## src/core/iep_pkg.sv

```systemverilog
// Package for the interrupt enable and priority bank: register map, field positions and encodings.
// Assumes an 8-bit register file reached over a classic Wishbone slave with 32-bit data.
`default_nettype none
package iep_pkg;
    // Register byte offsets on the bus.
    localparam logic [4:0] IEP_OFF_ENABLE_MAIN  = 5'h00;
    localparam logic [4:0] IEP_OFF_ENABLE_EXT_A = 5'h04;
    localparam logic [4:0] IEP_OFF_ENABLE_EXT_B = 5'h08;
    localparam logic [4:0] IEP_OFF_PRIORITY_0   = 5'h0c;
    localparam logic [4:0] IEP_OFF_PRIORITY_1   = 5'h10;
    localparam logic [4:0] IEP_OFF_PRIORITY_2   = 5'h14;
    localparam logic [4:0] IEP_OFF_PRIORITY_3   = 5'h18;
    localparam logic [4:0] IEP_OFF_PRIORITY_4   = 5'h1c;
    // Status register: in-progress levels and current grant.
    localparam logic [5:0] IEP_OFF_STATUS       = 6'h20;

    localparam logic [7:0] IEP_RESET_VALUE      = 8'h00;
    // Writable bits of each register; the rest read zero.
    localparam logic [7:0] IEP_MASK_ENABLE_MAIN  = 8'hff;
    localparam logic [7:0] IEP_MASK_ENABLE_EXT_A = 8'hf7;
    localparam logic [7:0] IEP_MASK_ENABLE_EXT_B = 8'h03;
    localparam logic [7:0] IEP_MASK_PRIORITY_3   = 8'hcf;
    localparam logic [7:0] IEP_MASK_PRIORITY_4   = 8'h3f;

    // Enable bit positions in the main enable register.
    localparam int IEP_BIT_GLOBAL_GATE   = 7;
    localparam int IEP_BIT_UART_TWO      = 6;
    localparam int IEP_BIT_WATCHDOG      = 5;
    localparam int IEP_BIT_UART_ONE      = 4;
    localparam int IEP_BIT_TIMER1        = 3;
    localparam int IEP_BIT_EXT_LINE1     = 2;
    localparam int IEP_BIT_TIMER0        = 1;
    localparam int IEP_BIT_EXT_LINE0     = 0;
    // Extension register A.
    localparam int IEP_BIT_GROUP_8TO15   = 7;
    localparam int IEP_BIT_GROUP_2TO7    = 6;
    localparam int IEP_BIT_CONVERTER     = 5;
    localparam int IEP_BIT_TIMER5        = 4;
    localparam int IEP_BIT_TIMER4        = 2;
    localparam int IEP_BIT_TIMER3        = 1;
    localparam int IEP_BIT_SERIAL_PERIPH = 0;
    // Extension register B.
    localparam int IEP_BIT_PORT2_FALL    = 1;
    localparam int IEP_BIT_GROUP_8TO17   = 0;

    // Source indices, in fixed polling order (lower index polled first).
    localparam int IEP_NUM_SRC     = 18;
    localparam int IEP_SRC_EXT0    = 0;
    localparam int IEP_SRC_TIMER0  = 1;
    localparam int IEP_SRC_EXT1    = 2;
    localparam int IEP_SRC_TIMER1  = 3;
    localparam int IEP_SRC_UART1   = 4;
    localparam int IEP_SRC_WDT     = 5;
    localparam int IEP_SRC_LVD     = 6;
    localparam int IEP_SRC_UART2   = 7;
    localparam int IEP_SRC_SPI     = 8;
    localparam int IEP_SRC_TWOWIRE = 9;
    localparam int IEP_SRC_TIMER3  = 10;
    localparam int IEP_SRC_TIMER4  = 11;
    localparam int IEP_SRC_PWM     = 12;
    localparam int IEP_SRC_TIMER5  = 13;
    localparam int IEP_SRC_ADC     = 14;
    localparam int IEP_SRC_GRP2TO7 = 15;
    localparam int IEP_SRC_GRP8UP  = 16;
    localparam int IEP_SRC_PORT2   = 17;

    typedef enum logic [1:0] {
        IEP_ARB_IDLE  = 2'b00,
        IEP_ARB_OFFER = 2'b01,
        IEP_ARB_ACK   = 2'b11
    } iep_arb_state_t;
endpackage
`default_nettype wire

```

## src/core/iep_arbiter.sv

```systemverilog
// Four-level priority arbiter: picks the first source in polling order at the highest level.
// Assumes requests are already masked by their enables and the global gate.
`timescale 1ns/1ps
`default_nettype none
module iep_arbiter
    import iep_pkg::*;
#(
    parameter int N_SRC = IEP_NUM_SRC
) (
    // Requests and levels
    input  wire logic [N_SRC-1:0]   req_i,
    input  wire logic [2*N_SRC-1:0] level_i,
    // Result
    output logic                    any_o,
    output logic [4:0]              index_o,
    output logic [1:0]              level_o
);
    always_comb begin
        any_o   = 1'b0;
        index_o = 5'h00;
        level_o = 2'h0;
        for (int i = 0; i < N_SRC; i++) begin
            // Strictly greater keeps the earlier polled source on a tie.
            if (req_i[i] && (!any_o || level_i[2*i +: 2] > level_o)) begin
                any_o   = 1'b1;
                index_o = 5'(i);
                level_o = level_i[2*i +: 2];
            end
        end
    end
endmodule
`default_nettype wire

```

## src/core/iep_bank.sv

```systemverilog
// Interrupt enable and priority bank with four-level preemptive arbitration toward the CPU core.
// Assumes a classic Wishbone master with 32-bit data and a CPU that pulses ack and return strobes.
//
// Our own choices: register access over Wishbone and the register offsets.
`timescale 1ns/1ps
`default_nettype none
module iep_bank
    import iep_pkg::*;
(
    // Clock and reset
    input  wire logic        clk_i,
    input  wire logic        rst_i,
    // Wishbone slave
    input  wire logic        cyc_i,
    input  wire logic        stb_i,
    input  wire logic        we_i,
    input  wire logic [5:0]  adr_i,
    input  wire logic [3:0]  sel_i,
    input  wire logic [31:0] dat_i,
    output logic [31:0]      dat_o,
    output logic             ack_o,
    // Raw interrupt sources, indexed in polling order
    input  wire logic [17:0] src_req_i,
    // CPU core side
    output logic             cpu_irq_o,
    output logic [4:0]       cpu_irq_index_o,
    output logic [1:0]       cpu_irq_level_o,
    input  wire logic        cpu_irq_ack_i,
    input  wire logic        return_from_irq_instr_i
);
    logic [7:0] irq_enable_main_reg;
    logic [7:0] irq_enable_ext_a_reg;
    logic [7:0] irq_enable_ext_b_reg;
    logic [7:0] irq_priority_0_reg;
    logic [7:0] irq_priority_1_reg;
    logic [7:0] irq_priority_2_reg;
    logic [7:0] irq_priority_3_reg;
    logic [7:0] irq_priority_4_reg;
    logic [3:0] active_levels_reg;
    logic [3:0] active_levels_next;
    logic       ack_reg;
    logic [31:0] rdata_reg;
    iep_arb_state_t state_reg;
    iep_arb_state_t state_next;
    logic [4:0] grant_index_reg;
    logic [1:0] grant_level_reg;

    logic       bus_req;
    logic       wr_en;
    logic [17:0] src_enable;
    logic [17:0] masked_req;
    logic [35:0] levels;
    logic       arb_any;
    logic [4:0] arb_index;
    logic [1:0] arb_level;
    logic       preempt_ok;
    logic [2:0] top_active;
    logic       top_valid;

    // One-cycle answer; ack drops for a cycle after each access.
    assign bus_req = cyc_i && stb_i && !ack_reg;
    assign wr_en   = bus_req && we_i && sel_i[0];

    always_ff @(posedge clk_i) begin
        if (rst_i) begin
            ack_reg <= 1'b0;
        end else begin
            ack_reg <= bus_req;
        end
    end
    assign ack_o = ack_reg;

    // Register writes; the masks keep reserved bits at zero.
    always_ff @(posedge clk_i) begin
        if (rst_i) begin
            irq_enable_main_reg  <= IEP_RESET_VALUE;
            irq_enable_ext_a_reg <= IEP_RESET_VALUE;
            irq_enable_ext_b_reg <= IEP_RESET_VALUE;
            irq_priority_0_reg   <= IEP_RESET_VALUE;
            irq_priority_1_reg   <= IEP_RESET_VALUE;
            irq_priority_2_reg   <= IEP_RESET_VALUE;
            irq_priority_3_reg   <= IEP_RESET_VALUE;
            irq_priority_4_reg   <= IEP_RESET_VALUE;
        end else if (wr_en) begin
            if (adr_i[4:0] == IEP_OFF_ENABLE_MAIN && !adr_i[5]) begin
                irq_enable_main_reg <= dat_i[7:0] & IEP_MASK_ENABLE_MAIN;
            end else if (adr_i[4:0] == IEP_OFF_ENABLE_EXT_A && !adr_i[5]) begin
                irq_enable_ext_a_reg <= dat_i[7:0] & IEP_MASK_ENABLE_EXT_A;
            end else if (adr_i[4:0] == IEP_OFF_ENABLE_EXT_B && !adr_i[5]) begin
                irq_enable_ext_b_reg <= dat_i[7:0] & IEP_MASK_ENABLE_EXT_B;
            end else if (adr_i[4:0] == IEP_OFF_PRIORITY_0 && !adr_i[5]) begin
                irq_priority_0_reg <= dat_i[7:0];
            end else if (adr_i[4:0] == IEP_OFF_PRIORITY_1 && !adr_i[5]) begin
                irq_priority_1_reg <= dat_i[7:0];
            end else if (adr_i[4:0] == IEP_OFF_PRIORITY_2 && !adr_i[5]) begin
                irq_priority_2_reg <= dat_i[7:0];
            end else if (adr_i[4:0] == IEP_OFF_PRIORITY_3 && !adr_i[5]) begin
                irq_priority_3_reg <= dat_i[7:0] & IEP_MASK_PRIORITY_3;
            end else if (adr_i[4:0] == IEP_OFF_PRIORITY_4 && !adr_i[5]) begin
                irq_priority_4_reg <= dat_i[7:0] & IEP_MASK_PRIORITY_4;
            end
        end
    end

    // Read data is captured with the ack; unmapped offsets read zero.
    always_ff @(posedge clk_i) begin
        if (rst_i) begin
            rdata_reg <= 32'h0000_0000;
        end else if (bus_req && !we_i) begin
            if (adr_i == {1'b0, IEP_OFF_ENABLE_MAIN}) begin
                rdata_reg <= {24'h000000, irq_enable_main_reg};
            end else if (adr_i == {1'b0, IEP_OFF_ENABLE_EXT_A}) begin
                rdata_reg <= {24'h000000, irq_enable_ext_a_reg};
            end else if (adr_i == {1'b0, IEP_OFF_ENABLE_EXT_B}) begin
                rdata_reg <= {24'h000000, irq_enable_ext_b_reg};
            end else if (adr_i == {1'b0, IEP_OFF_PRIORITY_0}) begin
                rdata_reg <= {24'h000000, irq_priority_0_reg};
            end else if (adr_i == {1'b0, IEP_OFF_PRIORITY_1}) begin
                rdata_reg <= {24'h000000, irq_priority_1_reg};
            end else if (adr_i == {1'b0, IEP_OFF_PRIORITY_2}) begin
                rdata_reg <= {24'h000000, irq_priority_2_reg};
            end else if (adr_i == {1'b0, IEP_OFF_PRIORITY_3}) begin
                rdata_reg <= {24'h000000, irq_priority_3_reg};
            end else if (adr_i == {1'b0, IEP_OFF_PRIORITY_4}) begin
                rdata_reg <= {24'h000000, irq_priority_4_reg};
            end else if (adr_i == IEP_OFF_STATUS) begin
                rdata_reg <= {17'h00000, cpu_irq_o, grant_level_reg, grant_index_reg,
                              3'h0, active_levels_reg};
            end else begin
                rdata_reg <= 32'h0000_0000;
            end
        end
    end
    assign dat_o = rdata_reg;

    // Per-source enables. The low-voltage, two-wire and modulator sources carry
    // their enables in their own peripherals, so they pass here ungated.
    always_comb begin
        src_enable                  = '0;
        src_enable[IEP_SRC_EXT0]    = irq_enable_main_reg[IEP_BIT_EXT_LINE0];
        src_enable[IEP_SRC_TIMER0]  = irq_enable_main_reg[IEP_BIT_TIMER0];
        src_enable[IEP_SRC_EXT1]    = irq_enable_main_reg[IEP_BIT_EXT_LINE1];
        src_enable[IEP_SRC_TIMER1]  = irq_enable_main_reg[IEP_BIT_TIMER1];
        src_enable[IEP_SRC_UART1]   = irq_enable_main_reg[IEP_BIT_UART_ONE];
        src_enable[IEP_SRC_WDT]     = irq_enable_main_reg[IEP_BIT_WATCHDOG];
        src_enable[IEP_SRC_LVD]     = 1'b1;
        src_enable[IEP_SRC_UART2]   = irq_enable_main_reg[IEP_BIT_UART_TWO];
        src_enable[IEP_SRC_SPI]     = irq_enable_ext_a_reg[IEP_BIT_SERIAL_PERIPH];
        src_enable[IEP_SRC_TWOWIRE] = 1'b1;
        src_enable[IEP_SRC_TIMER3]  = irq_enable_ext_a_reg[IEP_BIT_TIMER3];
        src_enable[IEP_SRC_TIMER4]  = irq_enable_ext_a_reg[IEP_BIT_TIMER4];
        src_enable[IEP_SRC_PWM]     = 1'b1;
        src_enable[IEP_SRC_TIMER5]  = irq_enable_ext_a_reg[IEP_BIT_TIMER5];
        src_enable[IEP_SRC_ADC]     = irq_enable_ext_a_reg[IEP_BIT_CONVERTER];
        src_enable[IEP_SRC_GRP2TO7] = irq_enable_ext_a_reg[IEP_BIT_GROUP_2TO7];
        // Either group bit opens the shared 8-and-up vector.
        src_enable[IEP_SRC_GRP8UP]  = irq_enable_ext_a_reg[IEP_BIT_GROUP_8TO15]
                                    | irq_enable_ext_b_reg[IEP_BIT_GROUP_8TO17];
        src_enable[IEP_SRC_PORT2]   = irq_enable_ext_b_reg[IEP_BIT_PORT2_FALL];
    end

    // The global gate blocks everything toward the core.
    assign masked_req = src_req_i & src_enable & {18{irq_enable_main_reg[IEP_BIT_GLOBAL_GATE]}};

    // Priority fields, two bits per source index.
    always_comb begin
        levels                          = '0;
        levels[2*IEP_SRC_EXT0 +: 2]    = irq_priority_0_reg[1:0];
        levels[2*IEP_SRC_TIMER0 +: 2]  = irq_priority_0_reg[3:2];
        levels[2*IEP_SRC_EXT1 +: 2]    = irq_priority_0_reg[5:4];
        levels[2*IEP_SRC_TIMER1 +: 2]  = irq_priority_0_reg[7:6];
        levels[2*IEP_SRC_UART1 +: 2]   = irq_priority_1_reg[1:0];
        levels[2*IEP_SRC_WDT +: 2]     = irq_priority_1_reg[3:2];
        levels[2*IEP_SRC_LVD +: 2]     = irq_priority_1_reg[5:4];
        levels[2*IEP_SRC_UART2 +: 2]   = irq_priority_1_reg[7:6];
        levels[2*IEP_SRC_SPI +: 2]     = irq_priority_2_reg[1:0];
        levels[2*IEP_SRC_TWOWIRE +: 2] = irq_priority_2_reg[3:2];
        levels[2*IEP_SRC_TIMER3 +: 2]  = irq_priority_2_reg[5:4];
        levels[2*IEP_SRC_TIMER4 +: 2]  = irq_priority_2_reg[7:6];
        levels[2*IEP_SRC_PWM +: 2]     = irq_priority_3_reg[1:0];
        levels[2*IEP_SRC_TIMER5 +: 2]  = irq_priority_3_reg[3:2];
        levels[2*IEP_SRC_ADC +: 2]     = irq_priority_3_reg[7:6];
        levels[2*IEP_SRC_GRP2TO7 +: 2] = irq_priority_4_reg[1:0];
        levels[2*IEP_SRC_GRP8UP +: 2]  = irq_priority_4_reg[3:2];
        levels[2*IEP_SRC_PORT2 +: 2]   = irq_priority_4_reg[5:4];
    end

    iep_arbiter #(
        .N_SRC   (IEP_NUM_SRC)
    ) u_arbiter (
        .req_i   (masked_req),
        .level_i (levels),
        .any_o   (arb_any),
        .index_o (arb_index),
        .level_o (arb_level)
    );

    // Highest level now in service.
    always_comb begin
        top_valid  = 1'b0;
        top_active = 3'h0;
        for (int l = 0; l < 4; l++) begin
            if (active_levels_reg[l]) begin
                top_valid  = 1'b1;
                top_active = 3'(l);
            end
        end
    end

    // Only a strictly higher level may preempt.
    assign preempt_ok = arb_any && (!top_valid || {1'b0, arb_level} > top_active);

    always_comb begin
        state_next = state_reg;
        case (state_reg)
            IEP_ARB_IDLE: begin
                if (preempt_ok) begin
                    state_next = IEP_ARB_OFFER;
                end
            end
            IEP_ARB_OFFER: begin
                if (cpu_irq_ack_i) begin
                    state_next = IEP_ARB_ACK;
                end else if (!preempt_ok) begin
                    state_next = IEP_ARB_IDLE;
                end
            end
            IEP_ARB_ACK: begin
                state_next = IEP_ARB_IDLE;
            end
            default: begin
                state_next = IEP_ARB_IDLE;
            end
        endcase
    end

    always_ff @(posedge clk_i) begin
        if (rst_i) begin
            state_reg <= IEP_ARB_IDLE;
        end else begin
            state_reg <= state_next;
        end
    end

    // The offered grant follows the arbiter while unacknowledged.
    always_ff @(posedge clk_i) begin
        if (rst_i) begin
            grant_index_reg <= 5'h00;
            grant_level_reg <= 2'h0;
        end else if (state_reg != IEP_ARB_ACK && preempt_ok) begin
            grant_index_reg <= arb_index;
            grant_level_reg <= arb_level;
        end
    end

    // Ack marks the level in progress; only the return-from-irq strobe clears
    // the highest one, so a plain return leaves it blocking.
    always_comb begin
        active_levels_next = active_levels_reg;
        if (return_from_irq_instr_i && top_valid) begin
            active_levels_next[top_active[1:0]] = 1'b0;
        end
        if (state_reg == IEP_ARB_OFFER && cpu_irq_ack_i) begin
            active_levels_next[grant_level_reg] = 1'b1;
        end
    end

    always_ff @(posedge clk_i) begin
        if (rst_i) begin
            active_levels_reg <= 4'h0;
        end else begin
            active_levels_reg <= active_levels_next;
        end
    end

    assign cpu_irq_o       = (state_reg == IEP_ARB_OFFER);
    assign cpu_irq_index_o = grant_index_reg;
    assign cpu_irq_level_o = grant_level_reg;
endmodule
`default_nettype wire

```

## config.mk

```make
export PLATFORM = sky130hd
export DESIGN_NAME = iep_bank
export DESIGN_NICKNAME = d
export VERILOG_FILES = /design/src/core/iep_pkg.sv /design/src/core/iep_arbiter.sv /design/src/core/iep_bank.sv
export SDC_FILE = /design/constraint.sdc
export NUM_CORES = 1
export LEC_CHECK = 0
export BUFFER_PORTS_ARGS = -buffer_cell sky130_fd_sc_hd__buf_2
export CAP_MARGIN = 20
export CELL_PAD_IN_SITES_DETAIL_PLACEMENT = 1
export CELL_PAD_IN_SITES_GLOBAL_PLACEMENT = 1
export CORE_ASPECT_RATIO = 0.8
export CORE_MARGIN = 3
export CORE_UTILIZATION = 44
export CTS_CLUSTER_DIAMETER = 30
export CTS_CLUSTER_SIZE = 16
export DETAILED_ROUTE_END_ITERATION = 10
export PLACE_DENSITY = 0.94
export SLEW_MARGIN = 20
export SYNTH_ARGS = -nofsm -noshare
export SYNTH_HDL_FRONTEND = slang
export SYNTH_SLANG_ARGS = --single-unit
```

## constraint.sdc

```tcl
create_clock -name clk_i -period 45.5 [get_ports clk_i]
set_input_delay 9.1 -clock clk_i [delete_from_list [all_inputs] [get_ports clk_i]]
set_output_delay 9.1 -clock clk_i [all_outputs]
set_load 0.03 [all_outputs]
```

== After elaboration in Yosys (flattened, before gate mapping) ==
Cells that the tools add are included.

* Shift operators: 0
* $mul: 0
* Reductions and logical operators: 87
* Multiplexer cells: 79
* Div/mod/pow operators: 0
* $add $sub $neg: 0
* Eq/ne operators: 19
* Order comparisons: 22
* Bitwise operators: 13

{| class="wikitable"
|+ Operators by type and width
! kind !! number
|-
| $mux W15 || 9
|-
| $mux W2 || 23
|-
| $mux W4 || 10
|-
| $and A18 B18 Y18 || 2
|-
| $logic_and A1 B1 Y1 || 36
|-
| $gt A2 B2 Y1 || 17
|-
| $mux W1 || 26
|-
| $eq A6 B5 Y1 const B || 4
|-
| $logic_not A1 Y1 || 21
|-
| $eq A5 B5 Y1 const B || 4
|-
| $logic_or A1 B1 Y1 || 18
|-
| $mux W3 || 6
|-
| $eq A6 B4 Y1 const B || 2
|-
| $eq A5 B4 Y1 const B || 2
|-
| $mux W5 || 2
|-
| $reduce_and A9 Y1 || 1
|-
| $reduce_and A8 Y1 || 1
|-
| $not A1 Y1 || 7
|-
| $reduce_and A7 Y1 || 1
|-
| $eq A6 B3 Y1 const B || 1
|-
| $eq A6 B6 Y1 const B || 1
|-
| $logic_not A6 Y1 || 1
|-
| $lt A2 B3 Y1 const B || 2
|-
| $reduce_and A6 Y1 || 1
|-
| other kinds (18) || 22
|}

* Memories: 0
* Output and inout port bits: 41
* Word-level logic and storage cells: 234
* Bits in writable memories: 0
* Flip-flop bits (word level): 99
* Bits in latches: 0
* ROM bits: 0
* Bits of input ports: 67

== Longest topological paths before layout ==
Gate-level depths: netlist of run 1.

* Depth after elaboration: 78
* Depth in mapped cells: 117
* Gate-level depth less buffers: 117

== By module ==
A second synthesis of run 1 with hierarchy kept.

* Cells, all modules: 721
* Area total of the unflattened synthesis: 5962.0 sq um

{| class="wikitable"
|+ By module, submodules not included
! module !! times used !! sequential area each (sq um) !! cells each !! area each (sq um)
|-
| iep_bank || 1 || 1641.6 || 457 || 4164.0
|-
| iep_arbiter || 1 || 0.0 || 264 || 1798.0
|}

== Least setup slack after synthesis of run 1 ==
OpenSTA, ideal clock, no wires.

* Path type: input -> register
* Start point: in src_req_i[0]
* End point: reg grant_index_reg[3] (netlist: cpu_irq_index_o[3])
* Setup time: 70 ps
* Buffers on the path: 0
* Arrival time: 29756 ps
* Stages on the path: 110
* Setup slack: 15674 ps
* Cells stage by stage: nand2_1 > nor3_1 > inv_1 > ha_1 > nor2b_1 > o311ai_1 > mux2_2 > inv_1 > ha_1 > nor2b_1 > a2bb2oi_1 > o2111a_1 > o21ai_0 > ha_1 > nor2b_1 > a2bb2oi_1 > o2111ai_2 > o211a_1 > (+74 left out) > ha_1 > nor2_1 > maj3_1 > o21ai_1 > mux2_2 > ha_1 > nand2_1 > o21ai_0 > a21bo_2 > and4_4 > or3_1 > ha_1 > a21oi_1 > o22ai_1 > a21oi_1 > nand3_1 > a31o_2 > a21oi_1

* Cells in the longest elaborated chain, start to end: 75
* Elaborated cells between the ends (all ways): 120
* Those cells by class: 18 x order compare; 46 x mux; 2 x bitwise; 54 x reduce/logical

{| class="wikitable"
|+ Ends and longest elaborated chain
! element !! line !! text
|-
| from (decl) || iep_bank.sv:23 || <nowiki>input wire logic [17:0] src_req_i,</nowiki>
|-
| $and A18 B18 Y18 * (2 in series) || iep_bank.sv:163 || <nowiki>assign masked_req = src_req_i & src_enable & {18{irq_enable_main_reg[IEP_BIT_GLOBAL_GATE]}};</nowiki>
|-
| $mux W2 or $mux W1 (tied branches) || iep_arbiter.sv:24 || <nowiki>if (req_i[i] && (!any_o || level_i[2*i +: 2] > level_o)) begin</nowiki>
|-
| $gt A2 B2 Y1 or $logic_not A1 Y1 (tied branches) || iep_arbiter.sv:24 ||
|-
| $logic_or A1 B1 Y1 || iep_arbiter.sv:24 ||
|-
| $logic_and A1 B1 Y1 || iep_arbiter.sv:24 ||
|-
| $mux W2 or $mux W1 (tied branches) || iep_arbiter.sv:24 ||
|-
| $gt A2 B2 Y1 or $logic_not A1 Y1 (tied branches) || iep_arbiter.sv:24 ||
|-
| $logic_or A1 B1 Y1 || iep_arbiter.sv:24 ||
|-
| (+58 left out) || n/a ||
|-
| $gt A2 B2 Y1 or $logic_not A1 Y1 (tied branches) || iep_arbiter.sv:24 ||
|-
| $logic_or A1 B1 Y1 || iep_arbiter.sv:24 ||
|-
| $logic_and A1 B1 Y1 || iep_arbiter.sv:24 ||
|-
| $mux W2 || iep_arbiter.sv:24 ||
|-
| $gt A2 B3 Y1 || iep_bank.sv:211 || <nowiki>assign preempt_ok = arb_any && (!top_valid || {1'b0, arb_level} > top_active);</nowiki>
|-
| $logic_or A1 B1 Y1 || iep_bank.sv:211 ||
|-
| $logic_and A1 B1 Y1 || iep_bank.sv:211 ||
|-
| $logic_and A1 B1 Y1 || iep_bank.sv:250 || <nowiki>end else if (state_reg != IEP_ARB_ACK && preempt_ok) begin</nowiki>
|-
| to (signal assigned) || iep_bank.sv:251 || <nowiki>grant_index_reg <= arb_index;</nowiki>
|-
| to (decl) || iep_bank.sv:45 || <nowiki>logic [4:0] grant_index_reg;</nowiki>
|}

Every way passes the cells marked *; elsewhere a longest branch is shown, timed or not.
A chain may end at the register's enable or synchronous reset.

== Worst setup path in the final report of run 1 ==
Ends and elaborated chain as after synthesis.

==> flow_summary.yaml, run 1 <==
floorplanning:
  die-area_mm2: 0.01372
  die_w_um: 130.2
  num_rows: 35
  coreArea_mm2: 0.01178
  ioPinCount: 108
  die_y_um: 105.4
  start_util: 0.4610
clocking:
  path_clk_slew_ns: 0.07
  root_buffer: "clkbuf_16"
  clk_latency_ns: 0.35
  postCtsSetupRepairBufs: 0
  clock_sinks: 82
  cts_resized: 0
  cts_hold_buf: 0
  cts_tree: "done"
  cts_buffers: 9
  cts_max_level: 3
  clk_path_buf_depth: 2
worst_setup_path:
  start_kind: "input pin"
  crit_type: "input pin to register"
  cp-end-kind: "register"
  crit_required_ns: 45.76
  crit_fanout: 10
  cp_data_arrival_time_ns: 34.53
  crit_top_cell: "ha_1"
  cp_slowest_cell: "o311ai_0"
  max_stage_delay_ns: 0.65
timing:
  fmaxAchievable_mhz: 29.18
  fin_crit_ns: 34.27
  fin_hold_ws_ns: 0.4556
  setup_tns_ns: 0
  finClkSkew_ns: 0.006809
  relSlewSlack: 0.2873
  maxSlewViolCount: 0
  finalCritPeriodShare: 0.7532
  rsz0062_at_grt: "false"
  hold_viol: 0
  finalSetupViolCount: 0
  tightest_slew_ns: 1.069
grt:
  grt_pass1_wl_um: 32660
  antenna_found_initial: 2
  grt_overflow: 0
  grtUsageTotal: 0.3024
  grt_max_degree: 84
  grt_pass1_vias: 6035
finish:
  fin_cells: 897
  final_cell_mix: "nor2_1 (84), dfxtp_1 (82), nand2_1 (80)"
  synthToLayoutAreaGrowth_pct: 12.53
  stdcell_area_mm2: 0.006111
  largest_reg_flops: 15
  layout_commonest_cell: "nor2_1"
  antenna_cells: 0
  drive_above_1_share: 0.1495
  finalNetCount: 836
logic_synthesis:
  yosys.area.top_type: "dfxtp_1"
  synth.cell_area_mm2: 0.005430
  async_reset_ff_frac: 0
  syn_area_per_cell_um2: 7.813
  ys_top_cells_by_area: "dfxtp_1 (30%), mux2i_1 (7.9%), nor2_1 (5.9%)"
  yosysWarnings: 0
  synthDistinctLibCells: 79
  synth_top_cell_area_share: 0.3023
  ys.flop_type: "dfxtp_1"
  synthCells: 695
  synth-edff-count: 0
  ys_seq_area_frac: 0.3023
  synth-seq-cells: 82
power:
  seq_power_share: 0.452
  power_switching_w: 0.00003999
  comb_power_share: 0.067
  switching_share: 0.2494
  power_density_mw_per_mm2: 26.24
  leakagePower_nw: 2.473
  p_int_w: 0.0001204
  pwr-share-clk: 0.481
  peakVddDrop_mv: 0.02133
drt:
  drc: 0
  firstDrtPassIters: 5
  drt_iter0_drc: 654
  wl_per_cell_um: 22.89
  vias_per_cell: 6.522
  antenna_left: 0
  wirelength_um: 20530
  vias: 5850
run_status:
  outcome: "complete, no violations"
placement:
  routabilityCongestion: 1.006
  dpl-instance-area_mm2: 0.005788
  dp_cells: 881
  hpwl_um: 15010
  portBuffers: 63
run:
  cap_violations: 0
worst_hold_path:
  min-delay-path-class: "register to register"
-- power by group through the flow --
stage	sequential (W)	clock, W	combinational [W]
4_1_cts	0.0000724	0.0000774	0.0000103
5_1_grt	0.0000724	0.0000795	0.0000114
3_3_place_gp	0.0000740	0	0.00000992
6_report	0.0000724	0.0000772	0.0000107
3_5_place_dp	0.0000740	0	0.0000102
2_1_floorplan	0.0000746	0	0.00000641
-- worst paths after layout --
| check | start | end | slack [ns] | cells after the start |
|---|---|---|---|---|
| setup / recovery | src_req_i[0] | cpu_irq_index_o[3] | 11.23 | 113 |
| hold / removal | dat_o[11] | dat_o[11] | 0.46 | 2 |
| setup reg to reg | irq_enable_main_reg[0] | cpu_irq_index_o[3] | 19.62 | 112 |
| hold reg to reg | dat_o[11] | dat_o[11] | 0.46 | 2 |
-- worst max-delay path, delay by kind of cell --
kind / cells / cell delay [ns]
AO/OA/AOI/OAI: 48 / 12.61
adder cells (fa/ha/maj): 19 / 5.30
buffers and inverters: 6 / 0.54
multiplexers: 3 / 1.17
AND/OR/NAND/NOR: 37 / 5.76
-- final cells by class --
type	instances	area, um2
well taps	148	185.2
inverters	34	127.6
clock buffers	11	252.7
multi-input cells	550	3496
flip-flops and latches	82	1642
clock inverters	5	62.56
fillers	1451	5669
repair buffers	67	345.3
-- kinds of logic (layout without fill, tap and decap cells) --
group                    count (synthesis)  count (layout)  share of synthesized area
AO/OA/AOI/OAI                          176             176                     0.2373
adder cells (fa/ha/maj)                 26              26                    0.05945
buffers and inverters                   79             117                    0.06636
flip-flops                              82              82                     0.3023
multiplexers                            48              48                    0.08963
other                                    1              17                  0.0006906
AND/OR/NAND/NOR                        283             283                     0.2442
-- per-layer routing --
metal | track usage | vias to the layer above | part of all wire | wire (um)
li1 | - | 2601 | - | -
met1 | 0.3928 | 2895 | 0.42 | 8608
met2 | 0.5037 | 294 | 0.47 | 9751
met3 | 0.05522 | 56 | 0.080 | 1641
met4 | 0.09792 | 4 | 0.025 | 506
met5 | 0 | - | 0.0011 | 22
-- synth_stat cells, types with 11 or more instances --
| master | number |
|---|---|
| ha_1 | 25 |
| clkbuf_1 | 26 |
| nand3_1 | 43 |
| a21oi_1 | 49 |
| nor2b_1 | 12 |
| and3_1 | 11 |
| inv_1 | 33 |
| o21ai_0 | 25 |
| nand2_1 | 80 |
| mux2i_1 | 43 |
| dfxtp_1 | 82 |
| nor3_1 | 14 |
| buf_4 | 17 |
| nor2_1 | 85 |
-- stage by stage --
step,power [W],worst slack [ns],utilization
finish,0.0001604,11.23,0.5187
global route,0.0001633,9.220,0.5187
CTS,0.0001601,11.66,0.5181
detailed placement,0.00008422,11.50,0.4913
global placement,0.00008390,12.92,0.4913
floorplan,0.00008101,15.67,-
(Power assumes the default switching activity.)
==> run 2: changes to the inputs <==
- CORE_UTILIZATION: 44 -> 37
- PLACE_DENSITY: 0.94 -> 0.85
- clock period: 45.5 -> 30 ns (I/O delays scaled with it)
==> run 2 against run 1 <==
- count of clock-buffer cells in the layout rose by 3
- combinational power rose by 52%
- cell area rose by 3.5%
- non-clock buffer count rose by 6
- sequential cell count did not move
- setup slack got worse by 9.5 ns
- register-to-register slack got worse by 13 ns
- die area rose by 18%
- sequential share of layout area fell by 0.91 points
- critical path depth fell by 1
- sequential power rose by 52%
- critical path type unchanged
- largest cell class unchanged
==> flow_summary.yaml, run 2 (synthesis gave the netlist of run 1 again) <==
run_status:
  outcome: "complete, no violations"
placement:
  hpwl_um: 14330
  portBuffers: 63
  dp_cells: 915
  routabilityCongestion: 0.8995
clocking:
  cts_buffers: 9
  cts_hold_buf: 0
  clock_sinks: 82
  cts_tree: "done"
  clk_path_buf_depth: 2
  root_buffer: "clkbuf_16"
  cts_max_level: 3
  clk_latency_ns: 0.33
  path_clk_slew_ns: 0.06
power:
  seq_power_share: 0.464
  leakagePower_nw: 2.536
  p_int_w: 0.0001823
  comb_power_share: 0.069
  switching_share: 0.2300
  peakVddDrop_mv: 0.02942
  power_density_mw_per_mm2: 37.43
  power_switching_w: 0.00005446
  pwr-share-clk: 0.467
floorplanning:
  coreArea_mm2: 0.01393
  die_w_um: 141.4
  die_y_um: 114.4
  ioPinCount: 108
  start_util: 0.3898
  num_rows: 38
  die-area_mm2: 0.01617
finish:
  synthToLayoutAreaGrowth_pct: 16.47
  final_util: 0.4540
  layout_commonest_cell: "nor2_1"
  drive_above_1_share: 0.1762
  fin_cells: 935
  finalNetCount: 842
  largest_reg_flops: 15
  final_cell_mix: "nor2_1 (84), dfxtp_1 (82), nand2_1 (80)"
  antenna_cells: 0
drt:
  wl_per_cell_um: 20.26
  drc: 0
  drt_iter0_drc: 417
  firstDrtPassIters: 5
  wirelength_um: 18950
  vias: 5530
  antenna_left: 0
  vias_per_cell: 5.914
worst_setup_path:
  crit_top_cell: "ha_1"
  crit_required_ns: 30.25
  worst-path-buf-inv: 5
  cp-end-kind: "register"
  cp_data_arrival_time_ns: 28.57
  critical-path-top-delay-family: "compound AO/OA/AOI/OAI gates"
  crit_fanout: 10
  start_kind: "input pin"
  max_stage_delay_ns: 0.43
  cp_slowest_cell: "mux2_2"
  crit_type: "input pin to register"
timing:
  finClkSkew_ns: 0.005252
  tightest_slew_ns: 1.200
  fin_crit_ns: 28.32
  hold_viol: 0
  finalCritPeriodShare: 0.9440
  relSlewSlack: 0.2000
  finalSetupViolCount: 0
  maxSlewViolCount: 0
  fin_hold_ws_ns: 0.4551
  fmaxAchievable_mhz: 35.31
grt:
  antenna_found_initial: 0
  grt_overflow: 0
  grt_pass1_wl_um: 29270
  grtUsageTotal: 0.2273
  grt_pass1_vias: 5369
  grt_max_degree: 84
run:
  cap_violations: 0
worst_hold_path:
  min-delay-path-class: "register to register"
## run 2: cell count changes in the layout (fill, tap and decap cells not counted), moves of 2 or more
| cell | previous run | this run |
|---|---|---|
| buf_4 | 4 | 10 |
| clkbuf_1 | 0 | 3 |
| clkinv_4 | 2 | 0 |
| clkinvlp_4 | 2 | 0 |
| nor3_1 | 13 | 10 |
| nor3_2 | 1 | 4 |
| o21ai_0 | 25 | 23 |
| o21ai_2 | 0 | 2 |
| o311ai_2 | 0 | 2 |
| o31ai_1 | 2 | 0 |
## run 2: repair_timing
action                                  4_1_cts  5_1_grt
endpoints found under the setup margin        0        8
setup buffers                                 0        4
resized for setup                             0       26
## run 2: worst paths after layout
check,slack [ns],startpoint,endpoint,cells after the start
setup / recovery,1.68,src_req_i[0],cpu_irq_index_o[3],112
hold / removal,0.46,dat_o[10],dat_o[10],2
hold reg to reg,0.46,dat_o[10],dat_o[10],2
setup reg to reg,6.97,irq_enable_main_reg[0],cpu_irq_index_o[3],111
## run 2: stage by stage
stage          setup WS, ns  total power [W]  TNS (ns)  cell area [um2]
3_3_place_gp         0.6823        0.0001277         0             5843
5_1_grt             -0.1774        0.0002435   -0.7527             6325
6_report              1.681        0.0002367         0             6325
2_1_floorplan         3.274        0.0001229         0             5490
3_5_place_dp       -0.06969        0.0001278   -0.1297             5843
4_1_cts              0.1814        0.0002372         0             6142
## run 2: cell type report
cell class | instances | area, um2
clock inverter | 2 | 35.03
inverter | 34 | 127.6
timing repair buffer | 73 | 390.4
sequential | 82 | 1642
clock buffer | 14 | 264.0
fill | 1732 | 7606
multi-input combinational | 550 | 3641
tap | 180 | 225.2
## run 2: routing by layer
metal	vias up	track usage	part of all wire
met5	-	0	0
met2	202	0.3513	0.44
met1	2680	0.3292	0.47
met3	38	0.04050	0.071
li1	2610	-	-
met4	0	0.05627	0.021
## run 2: worst min-delay path, stage by stage, from the launching register on
cell     delay, ns
dfxtp_1       0.31
nand2_1       0.05
a21oi_1       0.05
## run 2: power groups by stage
stage               Combinational, W  Sequential (W)  Clock (W)
finish                     0.0000163        0.000110   0.000111
CTS                        0.0000157        0.000110   0.000112
floorplan                 0.00000972        0.000113          0
detailed placement         0.0000156        0.000112          0
global placement           0.0000155        0.000112          0
global route               0.0000173        0.000110   0.000116
